$ cat src/inc/dual_ddr_pkg.sv
// Shared constants and types for the dual DDR port receiver and its host end
package dual_ddr_pkg;
  localparam int SAMPLE_W = 14;
  localparam int PAIR_W = 28;
  localparam int HIST_DEPTH = 8;
  localparam int TAP_W = 3;
  localparam int FIFO_DEPTH = 4;
  localparam int FIFO_AW = 2;
  localparam int LAT_PAD = 70;
  localparam logic [SAMPLE_W-1:0] MIDSCALE = 14'h2000;
  // Device configuration map, byte wide
  localparam logic [7:0] A_WIN_STATUS = 8'h0c;
  localparam logic [7:0] A_RX_CTRL = 8'h10;
  localparam logic [7:0] A_CLK_DLY = 8'h11;
  localparam logic [7:0] A_SMP_DLY = 8'h12;
  localparam logic [7:0] A_WIN_SKEW = 8'h13;
  localparam logic [7:0] A_RX_STATUS = 8'h21;
  localparam int B_EN = 0;
  localparam int B_LOOP_ON = 1;
  localparam int B_FLAG_RST = 2;
  localparam int B_EARLY = 2;
  localparam int B_LATE = 0;
  localparam int B_LOCKED = 0;
  localparam int B_LOST = 1;
  localparam int B_TRACK = 3;
  localparam logic [7:0] DLY_RST = 8'ha7;
  localparam logic [3:0] SKEW_RST = 4'h0;
  localparam logic [7:0] DLY_MAX = 8'hff;
  localparam logic [5:0] AVG_STEP = 6'h04;
  localparam logic [3:0] LOST_LIMIT = 4'h8;
  // Time step of one skew code in ps, and the top code
  localparam int SKEW_STEP_PS = 12;
  localparam logic [3:0] SKEW_TOP = 4'hf;
  // Host register map on AHB-Lite
  localparam logic [7:0] H_CTRL = 8'h00;
  localparam logic [7:0] H_CFG = 8'h04;
  localparam logic [7:0] H_STATUS = 8'h08;
  localparam int H_CFG_RD = 16;
  localparam int H_IRQ = 8;
  localparam int H_RET_SEEN = 9;
  typedef enum logic [3:0] {
    ST_OFF = 4'b0001,
    ST_SEARCH = 4'b0010,
    ST_TRACK = 4'b0100,
    ST_LOST = 4'b1000
  } rx_state_t;
endpackage : dual_ddr_pkg

$ cat src/inc/ddr_link_if.sv
// Link between host and receiver: two DDR sample ports, clocks and config port
`timescale 1ns/1ps
`default_nettype none
interface ddr_link_if;
  import dual_ddr_pkg::*;
  logic [SAMPLE_W-1:0] even_sample_port;
  logic [SAMPLE_W-1:0] odd_sample_port;
  logic forwarded_data_clock;
  logic returned_clock_out;
  logic cfg_wr;
  logic cfg_rd;
  logic [7:0] cfg_addr;
  logic [7:0] cfg_wdata;
  logic [7:0] cfg_rdata;
  logic lock_irq;
  modport device (input even_sample_port, odd_sample_port, forwarded_data_clock, cfg_wr, cfg_rd, cfg_addr,
    cfg_wdata, output returned_clock_out, cfg_rdata, lock_irq);
  modport host (output even_sample_port, odd_sample_port, forwarded_data_clock, cfg_wr, cfg_rd, cfg_addr,
    cfg_wdata, input returned_clock_out, cfg_rdata, lock_irq);
endinterface : ddr_link_if
`default_nettype wire

$ cat src/hw/elastic_fifo.sv
// Small synchronous elastic FIFO for captured sample pairs
`timescale 1ns/1ps
`default_nettype none
module elastic_fifo (
  input wire logic hclk,
  input wire logic hresetn,
  input wire logic flush,
  input wire logic wr_valid,
  output logic wr_ready,
  input wire logic [dual_ddr_pkg::PAIR_W-1:0] wr_data,
  output logic rd_valid,
  input wire logic rd_ready,
  output logic [dual_ddr_pkg::PAIR_W-1:0] rd_data,
  output logic [dual_ddr_pkg::FIFO_AW:0] fill
);
  import dual_ddr_pkg::*;
  logic [PAIR_W-1:0] mem_q [FIFO_DEPTH];
  logic [FIFO_AW:0] wp_q;
  logic [FIFO_AW:0] rp_q;
  logic do_wr;
  logic do_rd;

  assign fill = wp_q - rp_q;
  assign wr_ready = (fill != (FIFO_AW+1)'(FIFO_DEPTH));
  assign rd_valid = (fill != '0);
  assign do_wr = wr_valid && wr_ready;
  assign do_rd = rd_valid && rd_ready;
  assign rd_data = mem_q[rp_q[FIFO_AW-1:0]];

  always_ff @(posedge hclk) begin
    if (do_wr) begin
      mem_q[wp_q[FIFO_AW-1:0]] <= wr_data;
    end
  end

  always_ff @(posedge hclk or negedge hresetn) begin
    if (!hresetn) begin
      wp_q <= '0;
      rp_q <= '0;
    end else if (flush) begin
      wp_q <= '0;
      rp_q <= '0;
    end else begin
      if (do_wr) begin
        wp_q <= wp_q + 1'b1;
      end
      if (do_rd) begin
        rp_q <= rp_q + 1'b1;
      end
    end
  end
endmodule : elastic_fifo
`default_nettype wire

$ cat src/hw/ddr_port_receiver.sv
// Receiver end: delay-locked capture, elastic FIFO, assembler and returned clock
//
// Summary of operation
// - Two 14-bit ports, each at half rate
// - Host sends offset binary, odd/even split
// - Host forwards quarter-rate 0101 clock with data
// - Return quarter-rate clock to host
// - Sample 90 degrees after clock, both edges
// - Reassemble even/odd streams in order
// - Port to output latency near 78 cycles
// - Elastic FIFO into converter clock domain
// - Enable plus loop-on runs continuous tracking
// - Track skew drift after lock
// - Early/late samples in 0x0C bits 2,0
// - Average window samples before any decision
// - Skew width in 0x13; narrow means slower
// - Host programs skew 0x72 at init
// - Clock and sample delays share divider timing
// - Divide-by-4 phases drive controller and return
// - Accept 1.6 to 2.5 GSPS update rates
// - Interrupt output on loss of lock
// - Host initializes controllers before data; the bench sets the H_CTRL stream enable first
// - Lock in 0x21 bit0; loop-on restarts
// - Host enables with 0x02 then 0x03
`timescale 1ns/1ps
`default_nettype none
module ddr_port_receiver (
  input wire logic hclk,
  input wire logic hresetn,
  ddr_link_if.device link,
  output logic [dual_ddr_pkg::SAMPLE_W-1:0] converter_sample,
  output logic receiver_locked
);
  import dual_ddr_pkg::*;

  // Divide-by-4 phases of the master clock
  logic [1:0] div_q;
  logic [1:0] ret_div_q;
  logic returned_q;
  // Delay lines of the forwarded clock and the data pair
  logic [HIST_DEPTH-1:0] clk_hist_q;
  logic [PAIR_W-1:0] data_hist_q [HIST_DEPTH];
  logic [7:0] clock_path_delay_q;
  logic [7:0] sample_path_delay_q;
  logic [3:0] window_skew_width_q;
  logic en_q;
  logic receiver_loop_on_q;
  logic flag_rst_q;
  rx_state_t state_q;
  logic early_window_sample_q;
  logic late_window_sample_q;
  // Seven bits: the widest averaging period is 64 votes
  logic [6:0] avg_cnt_q;
  logic [6:0] early_votes_q;
  logic [6:0] late_votes_q;
  logic lose_lock;
  logic [3:0] miss_q;
  logic lost_q;
  logic [7:0] rdata_q;
  logic [TAP_W-1:0] clk_tap;
  logic [TAP_W-1:0] early_tap;
  logic [TAP_W-1:0] smp_tap;
  logic [6:0] avg_len;
  logic avg_done;
  logic too_early;
  logic too_late;
  logic centred;
  logic running;
  logic cap_lo_q;
  logic [SAMPLE_W-1:0] cap_even_q;
  logic [SAMPLE_W-1:0] cap_odd_q;
  logic cap_valid_q;
  logic fifo_wr_ready;
  logic fifo_rd_valid;
  logic fifo_rd_ready;
  logic [PAIR_W-1:0] fifo_rd_data;
  logic [FIFO_AW:0] fifo_fill;
  logic asm_phase_q;
  logic asm_run_q;
  logic [PAIR_W-1:0] asm_pair_q;
  logic [SAMPLE_W-1:0] asm_out_q;
  logic [SAMPLE_W-1:0] pipe_q [LAT_PAD];

  assign running = en_q && receiver_loop_on_q;
  assign clk_tap = clock_path_delay_q[TAP_W-1:0];
  assign early_tap = clk_tap + 1'b1;
  assign smp_tap = sample_path_delay_q[TAP_W-1:0];
  // Narrower skew gives a longer averaging period, hence a slower loop
  assign avg_len = {1'b0, AVG_STEP} * {3'b000, SKEW_TOP - window_skew_width_q} + {1'b0, AVG_STEP};
  assign avg_done = (avg_cnt_q == avg_len);
  assign too_early = (early_votes_q > {1'b0, avg_len[6:1]});
  assign too_late = (late_votes_q <= {1'b0, avg_len[6:1]});
  assign centred = !too_early && !too_late;

  always_ff @(posedge hclk or negedge hresetn) begin
    if (!hresetn) begin
      div_q <= '0;
      ret_div_q <= '0;
      returned_q <= 1'b0;
    end else begin
      div_q <= div_q + 1'b1;
      // Separate divider for the return clock: reset and stepped with div_q, so it always stays in phase with it
      ret_div_q <= ret_div_q + 1'b1;
      returned_q <= ret_div_q[1];
    end
  end
  assign link.returned_clock_out = returned_q;

  // Host data and clock share hclk, so no synchroniser; the taps model the delay lines
  always_ff @(posedge hclk or negedge hresetn) begin
    if (!hresetn) begin
      clk_hist_q <= '0;
    end else begin
      clk_hist_q <= {clk_hist_q[HIST_DEPTH-2:0], link.forwarded_data_clock};
    end
  end

  always_ff @(posedge hclk) begin
    data_hist_q[0] <= {link.odd_sample_port, link.even_sample_port};
    for (int i = 1; i < HIST_DEPTH; i++) begin
      data_hist_q[i] <= data_hist_q[i-1];
    end
  end

  // Early and late window samples at the divider's reference phase
  always_ff @(posedge hclk or negedge hresetn) begin
    if (!hresetn) begin
      early_window_sample_q <= 1'b0;
      late_window_sample_q <= 1'b0;
    end else if (div_q == 2'd0) begin
      early_window_sample_q <= clk_hist_q[early_tap];
      late_window_sample_q <= clk_hist_q[clk_tap];
    end
  end

  // Vote counters over one averaging period
  always_ff @(posedge hclk or negedge hresetn) begin
    if (!hresetn) begin
      avg_cnt_q <= '0;
      early_votes_q <= '0;
      late_votes_q <= '0;
    end else if (!running || avg_done) begin
      avg_cnt_q <= '0;
      early_votes_q <= '0;
      late_votes_q <= '0;
    end else if (div_q == 2'd1) begin
      avg_cnt_q <= avg_cnt_q + 1'b1;
      early_votes_q <= early_votes_q + {6'h0, early_window_sample_q};
      late_votes_q <= late_votes_q + {6'h0, late_window_sample_q};
    end
  end

  // Configuration port writes, and the controller that overwrites the delays
  always_ff @(posedge hclk or negedge hresetn) begin
    if (!hresetn) begin
      en_q <= 1'b0;
      receiver_loop_on_q <= 1'b0;
      flag_rst_q <= 1'b0;
      window_skew_width_q <= SKEW_RST;
    end else if (link.cfg_wr) begin
      if (link.cfg_addr == A_RX_CTRL) begin
        en_q <= link.cfg_wdata[B_EN];
        receiver_loop_on_q <= link.cfg_wdata[B_LOOP_ON];
        flag_rst_q <= link.cfg_wdata[B_FLAG_RST];
      end
      if (link.cfg_addr == A_WIN_SKEW) begin
        window_skew_width_q <= link.cfg_wdata[3:0];
      end
    end
  end

  always_ff @(posedge hclk or negedge hresetn) begin
    if (!hresetn) begin
      clock_path_delay_q <= DLY_RST;
      sample_path_delay_q <= DLY_RST;
      state_q <= ST_OFF;
      miss_q <= '0;
    end else if (link.cfg_wr && !running && (link.cfg_addr == A_CLK_DLY)) begin
      clock_path_delay_q <= link.cfg_wdata;
    end else if (link.cfg_wr && !running && (link.cfg_addr == A_SMP_DLY)) begin
      sample_path_delay_q <= link.cfg_wdata;
    end else begin
      case (state_q)
        ST_OFF: begin
          miss_q <= '0;
          if (running) begin
            state_q <= ST_SEARCH;
          end
        end
        ST_SEARCH: begin
          if (!running) begin
            state_q <= ST_OFF;
          end else if (avg_done && centred) begin
            state_q <= ST_TRACK;
          end else if (avg_done) begin
            // Step until the window straddles the forwarded clock edge
            clock_path_delay_q <= clock_path_delay_q + 1'b1;
            sample_path_delay_q <= clock_path_delay_q + 1'b1;
          end
        end
        ST_TRACK: begin
          if (!running) begin
            state_q <= ST_OFF;
          end else if (avg_done && centred) begin
            miss_q <= '0;
          end else if (avg_done) begin
            miss_q <= miss_q + 1'b1;
            if (miss_q == LOST_LIMIT || clock_path_delay_q == '0 || clock_path_delay_q == DLY_MAX) begin
              state_q <= ST_LOST;
            end else if (too_early) begin
              clock_path_delay_q <= clock_path_delay_q - 1'b1;
              sample_path_delay_q <= clock_path_delay_q - 1'b1;
            end else begin
              clock_path_delay_q <= clock_path_delay_q + 1'b1;
              sample_path_delay_q <= clock_path_delay_q + 1'b1;
            end
          end
        end
        ST_LOST: begin
          // Waits for software to drop enable or loop-on, then set both again
          if (!running) begin
            state_q <= ST_OFF;
          end
        end
        default: begin
          state_q <= ST_OFF;
        end
      endcase
    end
  end

  // Same condition that moves the controller from track to lost
  assign lose_lock = (state_q == ST_TRACK) && running && avg_done && !centred &&
    (miss_q == LOST_LIMIT || clock_path_delay_q == '0 || clock_path_delay_q == DLY_MAX);

  // Sticky lost flag, cleared by the reset bit written high then low; a new loss wins
  always_ff @(posedge hclk or negedge hresetn) begin
    if (!hresetn) begin
      lost_q <= 1'b0;
    end else if (lose_lock) begin
      lost_q <= 1'b1;
    end else if (link.cfg_wr && link.cfg_addr == A_RX_CTRL && flag_rst_q && !link.cfg_wdata[B_FLAG_RST]) begin
      lost_q <= 1'b0;
    end
  end
  assign link.lock_irq = lost_q;
  assign receiver_locked = (state_q == ST_TRACK);

  always_ff @(posedge hclk or negedge hresetn) begin
    if (!hresetn) begin
      rdata_q <= '0;
    end else if (link.cfg_rd) begin
      case (link.cfg_addr)
        A_WIN_STATUS: rdata_q <= {5'd0, early_window_sample_q, 1'b0, late_window_sample_q};
        A_RX_CTRL: rdata_q <= {5'd0, flag_rst_q, receiver_loop_on_q, en_q};
        A_CLK_DLY: rdata_q <= clock_path_delay_q;
        A_SMP_DLY: rdata_q <= sample_path_delay_q;
        A_WIN_SKEW: rdata_q <= {4'd0, window_skew_width_q};
        A_RX_STATUS: rdata_q <= {4'd0, receiver_locked, 1'b0, lost_q, receiver_locked};
        default: rdata_q <= '0;
      endcase
    end
  end
  assign link.cfg_rdata = rdata_q;

  // Capture at 90 and 270 degrees of the divider: both forwarded clock edges
  always_ff @(posedge hclk or negedge hresetn) begin
    if (!hresetn) begin
      cap_lo_q <= 1'b0;
      cap_valid_q <= 1'b0;
      cap_even_q <= MIDSCALE;
      cap_odd_q <= MIDSCALE;
    end else begin
      cap_valid_q <= 1'b0;
      if (div_q[0]) begin
        cap_lo_q <= ~cap_lo_q;
        cap_even_q <= data_hist_q[smp_tap][SAMPLE_W-1:0];
        cap_odd_q <= data_hist_q[smp_tap][PAIR_W-1:SAMPLE_W];
        cap_valid_q <= receiver_locked;
      end
    end
  end

  elastic_fifo u_fifo (
    .hclk(hclk),
    .hresetn(hresetn),
    .flush(!receiver_locked),
    .wr_valid(cap_valid_q),
    .wr_ready(fifo_wr_ready),
    .wr_data({cap_odd_q, cap_even_q}),
    .rd_valid(fifo_rd_valid),
    .rd_ready(fifo_rd_ready),
    .rd_data(fifo_rd_data),
    .fill(fifo_fill)
  );

  // Assembler starts once two pairs are banked, so capture jitter is absorbed
  assign fifo_rd_ready = asm_run_q && !asm_phase_q;
  always_ff @(posedge hclk or negedge hresetn) begin
    if (!hresetn) begin
      asm_run_q <= 1'b0;
      asm_phase_q <= 1'b0;
      asm_pair_q <= '0;
      asm_out_q <= MIDSCALE;
    end else if (!receiver_locked) begin
      asm_run_q <= 1'b0;
      asm_phase_q <= 1'b0;
      asm_out_q <= MIDSCALE;
    end else begin
      if (fifo_fill >= (FIFO_AW+1)'(2)) begin
        asm_run_q <= 1'b1;
      end
      if (asm_run_q && !asm_phase_q && fifo_rd_valid) begin
        asm_pair_q <= fifo_rd_data;
        asm_out_q <= fifo_rd_data[SAMPLE_W-1:0];
        asm_phase_q <= 1'b1;
      end else if (asm_phase_q) begin
        asm_out_q <= asm_pair_q[PAIR_W-1:SAMPLE_W];
        asm_phase_q <= 1'b0;
      end
    end
  end

  // Padding pipeline that brings the total port-to-output delay to about 78 cycles
  always_ff @(posedge hclk or negedge hresetn) begin
    if (!hresetn) begin
      for (int i = 0; i < LAT_PAD; i++) begin
        pipe_q[i] <= MIDSCALE;
      end
    end else if (!receiver_locked) begin
      // Flushed so that no stale data leaves after a loss of lock
      for (int i = 0; i < LAT_PAD; i++) begin
        pipe_q[i] <= MIDSCALE;
      end
    end else begin
      pipe_q[0] <= asm_out_q;
      for (int i = 1; i < LAT_PAD; i++) begin
        pipe_q[i] <= pipe_q[i-1];
      end
    end
  end
  assign converter_sample = pipe_q[LAT_PAD-1];
endmodule : ddr_port_receiver
`default_nettype wire

$ cat src/flat_wrapper.sv
// flat-port wrapper written by rule: the top's interface ports become plain ports
module ddr_port_receiver_flat import dual_ddr_pkg::*;
  (hclk, hresetn, converter_sample, receiver_locked, link_even_sample_port, link_odd_sample_port, link_forwarded_data_clock, link_cfg_wr, link_cfg_rd, link_cfg_addr, link_cfg_wdata, link_returned_clock_out, link_cfg_rdata, link_lock_irq);
  ddr_link_if link_i ();
  input wire logic hclk;
  input wire logic hresetn;
  output logic [dual_ddr_pkg::SAMPLE_W-1:0] converter_sample;
  output logic receiver_locked;
  input wire logic [$bits(link_i.even_sample_port)-1:0] link_even_sample_port;
  input wire logic [$bits(link_i.odd_sample_port)-1:0] link_odd_sample_port;
  input wire logic [$bits(link_i.forwarded_data_clock)-1:0] link_forwarded_data_clock;
  input wire logic [$bits(link_i.cfg_wr)-1:0] link_cfg_wr;
  input wire logic [$bits(link_i.cfg_rd)-1:0] link_cfg_rd;
  input wire logic [$bits(link_i.cfg_addr)-1:0] link_cfg_addr;
  input wire logic [$bits(link_i.cfg_wdata)-1:0] link_cfg_wdata;
  output wire logic [$bits(link_i.returned_clock_out)-1:0] link_returned_clock_out;
  output wire logic [$bits(link_i.cfg_rdata)-1:0] link_cfg_rdata;
  output wire logic [$bits(link_i.lock_irq)-1:0] link_lock_irq;
  assign link_i.even_sample_port = link_even_sample_port;
  assign link_i.odd_sample_port = link_odd_sample_port;
  assign link_i.forwarded_data_clock = link_forwarded_data_clock;
  assign link_i.cfg_wr = link_cfg_wr;
  assign link_i.cfg_rd = link_cfg_rd;
  assign link_i.cfg_addr = link_cfg_addr;
  assign link_i.cfg_wdata = link_cfg_wdata;
  assign link_returned_clock_out = link_i.returned_clock_out;
  assign link_cfg_rdata = link_i.cfg_rdata;
  assign link_lock_irq = link_i.lock_irq;
  ddr_port_receiver u_core (.hclk(hclk), .hresetn(hresetn), .link(link_i), .converter_sample(converter_sample), .receiver_locked(receiver_locked));
endmodule
$ cat config.mk
export PLATFORM = sky130hd
export DESIGN_NAME = ddr_port_receiver_flat
export DESIGN_NICKNAME = d
export VERILOG_FILES = /design/src/inc/dual_ddr_pkg.sv /design/src/inc/ddr_link_if.sv /design/src/hw/elastic_fifo.sv /design/src/hw/ddr_port_receiver.sv /design/src/flat_wrapper.sv
export SDC_FILE = /design/constraint.sdc
export NUM_CORES = 2
export LEC_CHECK = 0
export BUFFER_PORTS_ARGS = -buffer_cell sky130_fd_sc_hd__buf_4
export CAP_MARGIN = 0
export CORE_MARGIN = 10
export CORE_UTILIZATION = 50
export CTS_CLUSTER_SIZE = 20
export DETAILED_ROUTE_END_ITERATION = 10
export GPL_ROUTABILITY_DRIVEN = 1
export MAX_ROUTING_LAYER = met4
export PLACE_DENSITY_LB_ADDON = 0.3
export SLEW_MARGIN = 5
export SYNTH_ARGS = -nofsm -noshare
export SYNTH_HDL_FRONTEND = slang
export SYNTH_HIERARCHICAL = 1
export SYNTH_SLANG_ARGS = --single-unit
$ cat constraint.sdc
create_clock -name hclk -period 3.25 [get_ports hclk]
set_clock_uncertainty 0.15 [all_clocks]
set_input_delay 0.4875 -clock hclk [delete_from_list [all_inputs] [get_ports hclk]]
set_output_delay 0.4875 -clock hclk [all_outputs]
set_load 0.01 [all_outputs]
==> key figures <==
Run status
  • Status: completed

Worst setup path
  • Worst path slowest cell: dfrtp_2
  • CP Launch Type: flip-flop
  • Cell count of the worst reg-to-reg path: 13
  • Critical Path RT: 3.72 ns
  • Crit path DAT: 3.56 ns
  • CP endpoint kind: flip-flop
  • Crit-path cells: inv_1 -> ha_1 -> xor2_2 -> ha_1 -> a21oi_1 -> o21ai_0 -> maj3_2 -> a211o_4 -> a211oi_4 -> buf_4 -> buf_12 -> mux2i_1 -> o21ai_0
  • Worst Path Max Fanout: 13
  • Reg-to-reg critical path startpoint: u_core/window_skew_width_q[1]
  • Worst path max stage delay: 0.38 ns
  • FF-to-FF setup slack: 0.16 ns
  • R2r endpoint: u_core/sample_path_delay_q[0]
  • Critical path class: reg2reg

STA
  • Rel. slew slack: 38.2%
  • Post-route clock period utilization: 94.9%
  • # setup viols final: 0
  • Worst-Margin Slew: 0.927 ns
  • Peak Freq: 0.324 GHz
  • Final hold violations: 0
  • Minimum clock period after layout: 3.09 ns
  • Max Transition Viols Final: 0

GRT
  • Vias in the first global route: 23.7k
  • Initial antenna violation count: 0
  • Overflow left after global routing: 0
  • Largest net degree at the start of global routing: 222
  • First-pass GRT wire length: 122000 um
  • GRT Overall Usage: 13.5%

Route
  • Number of iterations in the first detailed-routing pass: 5
  • Final wirelength: 70400 um
  • Drt initial violations: 1586
  • Vias post-DR: 22.7k
  • DRC: 0
  • Average wire per standard cell: 14.8 um
  • Antenna viol nets, final: 0
  • Avg Vias per Cell: 4.78

Clock tree
  • Num CTS Buffers: 143
  • Clk_lat worst skew: 0.71 ns
  • CTS max path bufs: 3
  • Clock sink total: 1457
  • Reg clk slew, reported paths: 0.06 ns
  • # H-tree levels: 4
  • CTS tree: done
  • Clock Root Buffer: clkbuf_16

Finish
  • Leading cell types in the layout, fill and taps excluded: dfrtp_1 (1035), and2_1 (914), dfxtp_1 (224)
  • Fill cells: 7455
  • Number of diodes: 0
  • Commonest non-fill, non-tap cell in the layout: dfrtp_1
  • Core Util, Final: 57.8%
  • Cell Count, Final, Fillers Out: 4748
  • Nets: 3437
  • Layout cells sized above 1: 16.3%
  • Layout area overhead: 15.1%

Pwr
  • Seq pwr share: 52.3%
  • Switching Fraction: 20.2%
  • Max VDD drop: 0.504 mV
  • Clock network fraction of total power: 45.1%
  • PwrDens: 645 mW/mm^2
  • Internal power: 28.7 mW
  • Pleak: 26.2 nW
  • Sw Pwr: 7.25 mW
  • Combinational Power Share: 2.6%

Placed design
  • I/O Buffers: 73
  • DP HPWL: 37800 um
  • Placed cell count: 4444
  • Routability congestion estimate: 0.790

Die
  • Die X: 331 um
  • IO Count: 74
  • Starting density of the core: 50.2%
  • Die H: 331 um
  • Die footprint: 0.110 mm^2
  • Core area: 0.0964 mm^2
  • # rows: 114

Hold path
  • Hold depth: 4
  • Worst hold start: link_cfg_wr
  • WHS Endpoint: u_core/link.lock_irq
  • Tightest Hold Check Type: in2reg

Synth
  • Synth Area per Inst: 15.0 um^2
  • Syn Nets: 3299
  • Yosys synthesis warning count: 6
  • Syn Std Cell Area: 0.0484 mm^2
  • Cell count after synthesis: 3221

Job
  • Max Cap Viol: 0
[registers in the layout, indices dropped and copies added (netlist names), 4 cells and up]
signal,cells
u_core/cap_even_q,14
u_core/asm_out_q,14
u_core/window_skew_width_q,4
u_core/data_hist_q,224
u_core/link.cfg_rdata,8
u_core/cap_odd_q,14
u_core/converter_sample,14
u_core/state_q,4
u_core/clock_path_delay_q,8
u_core/clk_hist_q,8
u_core/u_fifo/mem_q,112
u_core/asm_pair_q,14
u_core/late_votes_q,7
u_core/avg_cnt_q,7
u_core/pipe_q,966
u_core/sample_path_delay_q,8
u_core/early_votes_q,7
u_core/miss_q,4
[power by group through the flow]
stage	sequential (mW)	combinational, mW	clock (mW)
final	18.8	0.939	16.2
after global placement	19.1	0.902	0
after floorplan	19.1	0.473	0
after global routing	18.8	1.06	17.5
after detailed placement	19.2	0.915	0
after CTS	18.8	0.958	16.7
[worst max path at each step]
stage                                              from                             to  slack [ns]  cells past startpoint
after detailed placement  u_core/window_skew_width_q[1]  u_core/sample_path_delay_q[0]        0.16                     12
after global routing      u_core/window_skew_width_q[1]  u_core/sample_path_delay_q[0]       -0.01                     13
after floorplan           u_core/window_skew_width_q[0]  u_core/sample_path_delay_q[4]        0.11                     12
final                     u_core/window_skew_width_q[1]  u_core/sample_path_delay_q[0]        0.16                     13
after global placement    u_core/window_skew_width_q[1]  u_core/sample_path_delay_q[6]        0.16                     12
after CTS                 u_core/window_skew_width_q[1]  u_core/sample_path_delay_q[6]        0.15                     12
[layer usage]
layer  wire, um  up-vias  share of wire (%)  global-route usage (%)
met3       2540      118                3.6                    2.66
met1      34000    11600                 48                    18.7
li1           -    10700                  -                       -
met5          0        -                  0                       -
met2      32500      281                 46                    19.9
met4       1430        0                2.0                    4.36
[cell type report]
type                            instances  area (um^2)  area share (%)
Timing Repair Buffer                  172         1680            3.02
Clock buffer                          220         4340            7.79
Tap cell                             1276         1600            2.86
Inverter                               28          113           0.202
Sequential cell                      1457        36000            64.6
Clock inverter                         38          389           0.698
Multi-Input combinational cell       1557        11600            20.8
[metrics by stage]
| step | total power [mW] | setup slack [ns] | area [um^2] | hold slack (ns) | setup TNS (ns) |
|---|---|---|---|---|---|
| 6_report | 36.0 | 0.165 | 55700 | 0.143 | 0 |
| 3_3_place_gp | 20.0 | 0.162 | 50500 | 0.177 | 0 |
| 3_5_place_dp | 20.1 | 0.156 | 50500 | 0.182 | 0 |
| 5_1_grt | 37.4 | -0.0104 | 55700 | 0.117 | -0.0234 |
| 2_1_floorplan | 19.5 | 0.107 | 48400 | 0.0419 | 0 |
| 4_1_cts | 36.5 | 0.153 | 55700 | 0.0645 | 0 |
[worst max-delay path: cells and delay by family (launching register included)]
kind	cells	cell delay, ns
muxes	1	0.19
xor gates and xnor gates	1	0.16
DFF	1	0.38
buffers and inverters	3	0.33
adders and majority gates	3	0.88
AOI/OAI and AO/OA	5	0.91
[what timing repair did]
| action | CTS | global route |
|---|---|---|
| gates resized for setup | 0 | 5 |
| endpoints found under the hold margin | 97 | 0 |
| hold buffers | 41 | 0 |
| buffers inserted | 0 | 4 |
| setup endpoints to repair | 0 | 10 |
Power figures use the tool's default switching activity.
